[config.mk]
export PLATFORM = sky130hd
export DESIGN_NAME = peripheral_write_protect
export DESIGN_NICKNAME = d
export VERILOG_FILES = /design/src/core/peripheral_write_protect.v /design/src/core/protect_bank.v
export VERILOG_INCLUDE_DIRS = /design/src /design/src/core
export SDC_FILE = /design/constraint.sdc
export NUM_CORES = 1
export LEC_CHECK = 0
export ABC_AREA = 1
export BUFFER_PORTS_ARGS = -buffer_cell sky130_fd_sc_hd__buf_2
export CORE_MARGIN = 5
export CORE_UTILIZATION = 35
export DETAILED_ROUTE_END_ITERATION = 10
export PLACE_DENSITY = 0.66
export SLEW_MARGIN = 20
export SYNTH_ARGS = -nofsm -noshare
export SYNTH_HDL_FRONTEND = slang
export SYNTH_HIERARCHICAL = 1
export SYNTH_SLANG_ARGS = --single-unit
[constraint.sdc]
create_clock -name clk_sys -period 1.74 [get_ports clk_sys]
set_clock_uncertainty 0.1 [all_clocks]
set_input_delay 0.348 -clock clk_sys [delete_from_list [all_inputs] [get_ports clk_sys]]
set_output_delay 0.348 -clock clk_sys [all_outputs]
set_load 0.01 [all_outputs]
[src/core/periph_protect_regs.vh]
// register map, field positions and reset values of the write-protect controllers
`ifndef PERIPH_PROTECT_REGS_VH
`define PERIPH_PROTECT_REGS_VH

// bus address width and data width
`define PP_ADDR_W              8
`define PP_DATA_W              32

// base of each controller's window in the register address space
`define PP_CTRL_ONE_BASE       8'h00
`define PP_CTRL_TWO_BASE       8'h10
`define PP_BASE_MASK           8'hF0

// views inside one controller's window
`define PP_CLEAR_VIEW_OFS      8'h00
`define PP_SET_VIEW_OFS        8'h04
`define PP_OFS_MASK            8'h0F

// reset values of the two controllers
`define PP_CTRL_ONE_RESET      32'h00000002
`define PP_CTRL_TWO_RESET      32'h00800000

// bits that hold a protection flop; other bits read zero
`define PP_CTRL_ONE_IMPL       32'h0000006E
`define PP_CTRL_TWO_IMPL       32'h009FFFFE

// controller one field positions
`define PP_DEBUG_UNIT_BIT      1
`define PP_FLASH_CTRL_BIT      2
`define PP_PORT_BIT            3
`define PP_USB_BIT             5
`define PP_TRACE_BUFFER_BIT    6

// controller two field positions
`define PP_EVENT_ROUTER_BIT    1
`define PP_SERIAL_LSB          2
`define PP_SERIAL_MSB          7
`define PP_CONTROL_TIMER_LSB   8
`define PP_CONTROL_TIMER_MSB   10
`define PP_BASIC_TIMER_LSB     11
`define PP_BASIC_TIMER_MSB     15
`define PP_ADC_BIT             16
`define PP_COMPARATOR_BIT      17
`define PP_DAC_BIT             18
`define PP_TOUCH_CTRL_BIT      19
`define PP_SOUND_BIT           20
`define PP_SPARE_BIT           23

`endif

[src/core/peripheral_write_protect.v]
// two write-protect controllers behind one register port
//
// Notes on behaviour
// writing zero to any protection bit, either view, leaves it unchanged
// writing one in clear view unprotects; reading returns current protection state
// each controller decodes its clear view at offset 0x00
// each controller decodes its set view at 0x04; it reads same bits
// controller two bits 8..10 protect control timers 0..2
// controller two bits 11..15 protect basic timers 3..7 in order
// writing one in set view turns on protection for that peripheral
`timescale 1ns/1ps
`include "periph_protect_regs.vh"
module peripheral_write_protect
#(
   parameter ADDR_W = `PP_ADDR_W
)
(
   input  wire              clk_sys,
   input  wire              rst_b,
   input  wire [ADDR_W-1:0] reg_addr,
   input  wire [31:0]       reg_wdata,
   input  wire              reg_wr,
   input  wire              reg_rd,
   output reg  [31:0]       reg_rdata,
   output wire [31:0]       ctrl_one_protect,
   output wire [31:0]       ctrl_two_protect,
   output wire              debug_unit_protect_bit,
   output wire              flash_ctrl_protect_bit,
   output wire              port_protect_bit,
   output wire              usb_protect_bit,
   output wire              trace_buffer_protect_bit,
   output wire              event_router_protect_bit,
   output wire [5:0]        serial_unit_protect_bit,
   output wire [2:0]        control_timer_protect_bit,
   output wire [4:0]        basic_timer_protect_bit,
   output wire              adc_protect_bit,
   output wire              comparator_protect_bit,
   output wire              dac_protect_bit,
   output wire              touch_ctrl_protect_bit,
   output wire              sound_protect_bit
);

   reg               rst_meta_q;
   reg               rst_sync_b;
   wire [ADDR_W-1:0] base_sel;
   wire [ADDR_W-1:0] ofs_sel;
   wire              hit_one;
   wire              hit_two;
   wire              hit_clear;
   wire              hit_set;
   wire              one_clear_we;
   wire              one_set_we;
   wire              two_clear_we;
   wire              two_set_we;
   wire [31:0]       prot_one;
   wire [31:0]       prot_two;
   reg  [31:0]       rdata_d;

   // reset released through two flops, asserted at once
   always @(posedge clk_sys or negedge rst_b)
   begin
      if (!rst_b)
      begin
         rst_meta_q <= 1'b0;
         rst_sync_b <= 1'b0;
      end
      else
      begin
         rst_meta_q <= 1'b1;
         rst_sync_b <= rst_meta_q;
      end
   end

   // split address into controller window and view offset
   assign base_sel  = reg_addr & `PP_BASE_MASK;
   assign ofs_sel   = reg_addr & `PP_OFS_MASK;
   assign hit_one   = (base_sel == `PP_CTRL_ONE_BASE);
   assign hit_two   = (base_sel == `PP_CTRL_TWO_BASE);
   assign hit_clear = (ofs_sel == `PP_CLEAR_VIEW_OFS);
   assign hit_set   = (ofs_sel == `PP_SET_VIEW_OFS);

   // write strobes per controller and view; other addresses are dropped
   assign one_clear_we = reg_wr && hit_one && hit_clear;
   assign one_set_we   = reg_wr && hit_one && hit_set;
   assign two_clear_we = reg_wr && hit_two && hit_clear;
   assign two_set_we   = reg_wr && hit_two && hit_set;

   // controller one: debug, flash, port, usb, trace buffer
   protect_bank
   #(
      .WIDTH     (32),
      .RESET_VAL (`PP_CTRL_ONE_RESET),
      .IMPL_MASK (`PP_CTRL_ONE_IMPL)
   )
   u_ctrl_one
   (
      .clk_sys    (clk_sys),
      .rst_sync_b (rst_sync_b),
      .clear_we   (one_clear_we),
      .set_we     (one_set_we),
      .wdata      (reg_wdata),
      .protect_q  (prot_one)
   );

   // controller two: event router, serial units, timers, analog, sound
   protect_bank
   #(
      .WIDTH     (32),
      .RESET_VAL (`PP_CTRL_TWO_RESET),
      .IMPL_MASK (`PP_CTRL_TWO_IMPL)
   )
   u_ctrl_two
   (
      .clk_sys    (clk_sys),
      .rst_sync_b (rst_sync_b),
      .clear_we   (two_clear_we),
      .set_we     (two_set_we),
      .wdata      (reg_wdata),
      .protect_q  (prot_two)
   );

   // read data: both views show the same protection state
   always @*
   begin
      rdata_d = 32'h00000000;                            // unmapped reads zero
      if (reg_rd && (hit_clear || hit_set))
      begin
         if (hit_one)
            rdata_d = prot_one;
         else if (hit_two)
            rdata_d = prot_two;
      end
   end

   // read data stands for the one cycle after the read strobe
   always @(posedge clk_sys or negedge rst_sync_b)
   begin
      if (!rst_sync_b)
         reg_rdata <= 32'h00000000;
      else
         reg_rdata <= rdata_d;
   end

   // whole protection vectors, straight from the bank flops
   assign ctrl_one_protect = prot_one;
   assign ctrl_two_protect = prot_two;

   // controller one per-peripheral protection levels
   assign debug_unit_protect_bit   = prot_one[`PP_DEBUG_UNIT_BIT];
   assign flash_ctrl_protect_bit   = prot_one[`PP_FLASH_CTRL_BIT];
   assign port_protect_bit         = prot_one[`PP_PORT_BIT];
   assign usb_protect_bit          = prot_one[`PP_USB_BIT];
   assign trace_buffer_protect_bit = prot_one[`PP_TRACE_BUFFER_BIT];

   // controller two per-peripheral protection levels
   assign event_router_protect_bit = prot_two[`PP_EVENT_ROUTER_BIT];
   assign serial_unit_protect_bit  = prot_two[`PP_SERIAL_MSB:`PP_SERIAL_LSB];
   // control timers 0..2 on bits 8..10
   assign control_timer_protect_bit =
      prot_two[`PP_CONTROL_TIMER_MSB:`PP_CONTROL_TIMER_LSB];
   // basic timers 3..7 on bits 11..15, timer 3 lowest
   assign basic_timer_protect_bit =
      prot_two[`PP_BASIC_TIMER_MSB:`PP_BASIC_TIMER_LSB];
   assign adc_protect_bit          = prot_two[`PP_ADC_BIT];
   assign comparator_protect_bit   = prot_two[`PP_COMPARATOR_BIT];
   assign dac_protect_bit          = prot_two[`PP_DAC_BIT];
   assign touch_ctrl_protect_bit   = prot_two[`PP_TOUCH_CTRL_BIT];
   assign sound_protect_bit        = prot_two[`PP_SOUND_BIT];

endmodule

[src/core/protect_bank.v]
// one bank of write-protection flops with clear and set write views
`timescale 1ns/1ps
module protect_bank
#(
   parameter               WIDTH     = 32,
   parameter [WIDTH-1:0]   RESET_VAL = {WIDTH{1'b0}},
   parameter [WIDTH-1:0]   IMPL_MASK = {WIDTH{1'b1}}
)
(
   input  wire             clk_sys,
   input  wire             rst_sync_b,
   input  wire             clear_we,
   input  wire             set_we,
   input  wire [WIDTH-1:0] wdata,
   output wire [WIDTH-1:0] protect_q
);

   genvar i;

   // one flop per bit; unimplemented bits are constant zero
   generate
      for (i = 0; i < WIDTH; i = i + 1)
      begin : g_bit
         if (IMPL_MASK[i])
         begin : g_impl
            reg bit_q;
            reg bit_d;

            // a one clears or sets, a zero keeps the state
            always @*
            begin
               bit_d = bit_q;
               if (clear_we && wdata[i])
                  bit_d = 1'b0;
               else if (set_we && wdata[i])
                  bit_d = 1'b1;
            end                                // zero written keeps state

            always @(posedge clk_sys or negedge rst_sync_b)
            begin
               if (!rst_sync_b)
                  bit_q <= RESET_VAL[i];
               else
                  bit_q <= bit_d;
            end

            assign protect_q[i] = bit_q;
         end
         else
         begin : g_none
            assign protect_q[i] = 1'b0;
         end
      end
   endgenerate

endmodule

==> out/metrics.cfg <==
[placed_design]
placed_area_um2 = 3680
port_buffers = 115
globalplace.congestion = 0.818
place_ws_ns = 0.207
hpwlAfterDp_um = 6360

[logic_synthesis]
synth_fa_ha_area_share_pct = 0
ys_top_cells_by_count = nand2_1 (106), buf_4 (99), nand3_1 (66), dfrtp_1 (58), inv_1 (54)
synth_top_family_by_area = buffers and inverters
syn-instance-count = 441
synth_ff_type = dfrtp_1
synth.most_common_cell = nand2_1
netlist_area_um2 = 3490
synth.area.top_cells = dfrtp_1 (42%), buf_4 (21%), nand2_1 (11%)
synth-xor-area-share_pct = 0
synth_edf_count = 0
synth_top_area_share_pct = 41.6
synth.area.mux_share_pct = 0
yosys.area_share.simple_pct = 22.7
synth_cell_type_count = 18
yosysWarnings = 6
ys_ff_latch = 60
synth_top_area_cell = dfrtp_1
synth_area_per_cell_um2 = 7.90
yosysSeqAreaShare_pct = 43.1
synth_compound_area_share_pct = 4.59
async_flop_share_pct = 100

[worst_setup_path]
cp_num_cells = 1
r2r_end = reg_rdata[1]
r2r_setup_slack_ns = 0.77
path_max_fanout = 4
crit_family = flip-flops
cpPeakStageDelay_ns = 0.57
crit_chain = buf_2
path_buf_inv = 1
worstSetupPathType = reg2out
cp.arrival_ns = 1.04
crit_path_start_kind = flip-flop
rr_worst_depth = 2
slowest_stage = dfstp_2
end_kind = primary output
crit_required_ns = 1.29
r2r_start = u_ctrl_one/g_bit[1].g_impl.bit_q

[clock_network]
cts_sinks = 60
cts_tree = yes
path_clk_slew_ns = 0.06
clock_path_buffers = 2
insertion_delay_ns = 0.33
cts_buffers = 9
cts_setup_buffers = 0
cts-root-buf = clkbuf_8
cts_hold_buffers = 1
cts_resized = 0
cts-htree-levels = 3

[cells_and_area]
syn_to_final_growth_pct = 10.6
fin_area_um2 = 3850
drive_gt1_share_pct = 29.5
layout.nets = 552
nFillCells = 1051
diodes = 0

[drt]
drt_iter0_markers = 103
wire_per_inst_um = 13.4
viasPerCell = 4.22
vias = 2719
drc = 0
first_pass_iters = 6
routed_wl_um = 8620
final_antenna_net_count = 0

[floorplanning]
coreArea_um2 = 9730
die_area_um2 = 12100
row_count = 36
die_y_um = 110
initial_utilization_pct = 35.8
num_io_pins = 165
die_x_um = 110

[global_routing]
grt_first_pass_wirelength_um = 13100
grt_max_degree = 59
track_usage_pct = 14.3
antenna_found_initial = 0
grt-ovfl-total = 0
grt_pass1_vias = 2578

[hold_path]
hold_start = reg_wdata[23]
hold_depth = 4
hp-class = in2reg
hold_end = u_ctrl_two/g_bit[23].g_impl.bit_q

[timing]
min_period_ns = 1.49
fin_tns_setup_ns = 0
fin_crit_sh_pct = 85.7
setup_ws_ns = 0.250
timing.fmax_mhz = 671
rsz0062_at_grt = no
setup_viol = 0
maxSlewViolCount = 0
hold_viol_final = 0

[run]
maxCapViolCount = 0

[power_and_ir_drop]
peakVddDrop_mv = 0.268
powerDensity_nw_per_um2 = 761
p_leak_nw = 2.00
finalPower_mw = 2.93

[status]
status = finished, final reports clean

-- how the worst max path moves through the flow --
stage	startpoint	to	slack [ns]
after floorplan	reg_addr[7]	u_ctrl_two/g_bit[12].g_impl.bit_q	0.21
after global placement	reg_addr[7]	u_ctrl_two/g_bit[11].g_impl.bit_q	0.23
after detailed placement	reg_addr[7]	u_ctrl_two/g_bit[23].g_impl.bit_q	0.21
after CTS	u_ctrl_one/g_bit[1].g_impl.bit_q	ctrl_one_protect[1]	0.23
after global routing	u_ctrl_one/g_bit[1].g_impl.bit_q	ctrl_one_protect[1]	0.21
final	u_ctrl_one/g_bit[1].g_impl.bit_q	ctrl_one_protect[1]	0.25
-- metrics by stage --
step                util [%]  hold slack [ns]  instances
CTS                     39.6            0.127        645
finish                  39.6            0.137        645
detailed placement      37.8           0.0364        629
global route            39.6            0.140        645
floorplan                  -          -0.0476        477
global placement        37.8           0.0384        629
-- power by group --
part,switching (mW),internal [mW],total (mW)
logic,0.252,0.115,0.368
clock network,0.513,0.583,1.10
registers,0.0370,1.43,1.47
-- worst register-to-register path: stages (launching register included) --
cell     delay, ns
dfstp_2       0.57
nand3_1       0.08
a21oi_1       0.14
-- kinds of logic (layout without fill, tap and decap cells) --
kind of cell           after synthesis  in the layout
AO/OA/AOI/OAI                       32             32
buffers and inverters              164            199
flip-flops                          60             60
other                                3             39
AND/OR/NAND/NOR                    182            182
-- registers in the layout (all words and copies together), names as in the netlist --
signal and count:
u_ctrl_one/g_bit.g_impl.bit_q 5, reg_rdata 32, u_ctrl_two/g_bit.g_impl.bit_q 21, rst_sync_b 1, rst_meta_q 1
-- area by class of cell --
class                      count  area, um2  area share, %
clock buffer                  13        159           4.12
clock inverter                 2       10.0          0.260
inverter                      55        206           5.36
multi-input combinational    253       1110           28.9
sequential                    60       1510           39.0
tap                          133        166           4.32
timing repair buffer         129        696           18.0
-- layout by cell type (no fill, tap or decap) --
cell type,n
inv_1,54
dfstp_2,2
nor2_1,2
clkbuf_8,11
nand3_1,66
dfrtp_1,57
nor3_2,2
nand2_2,1
conb_1,39
buf_2,115
a21oi_1,32
clkinv_2,2
buf_12,1
nor3_1,2
nor2_4,3
inv_2,1
dlygate4sd3_1,1
clkbuf_1,2
buf_4,12
dfrtp_2,1
nand2_1,106
-- layer usage --
metal  wire, um  GRT usage (%)  vias up
li1           -              -     1369
met1       3680           18.0     1234
met2       4110           22.7       99
met3        650           3.64       17
met4        192           6.86        0
met5          0              0        -
Power figures use the tool's default switching activity.
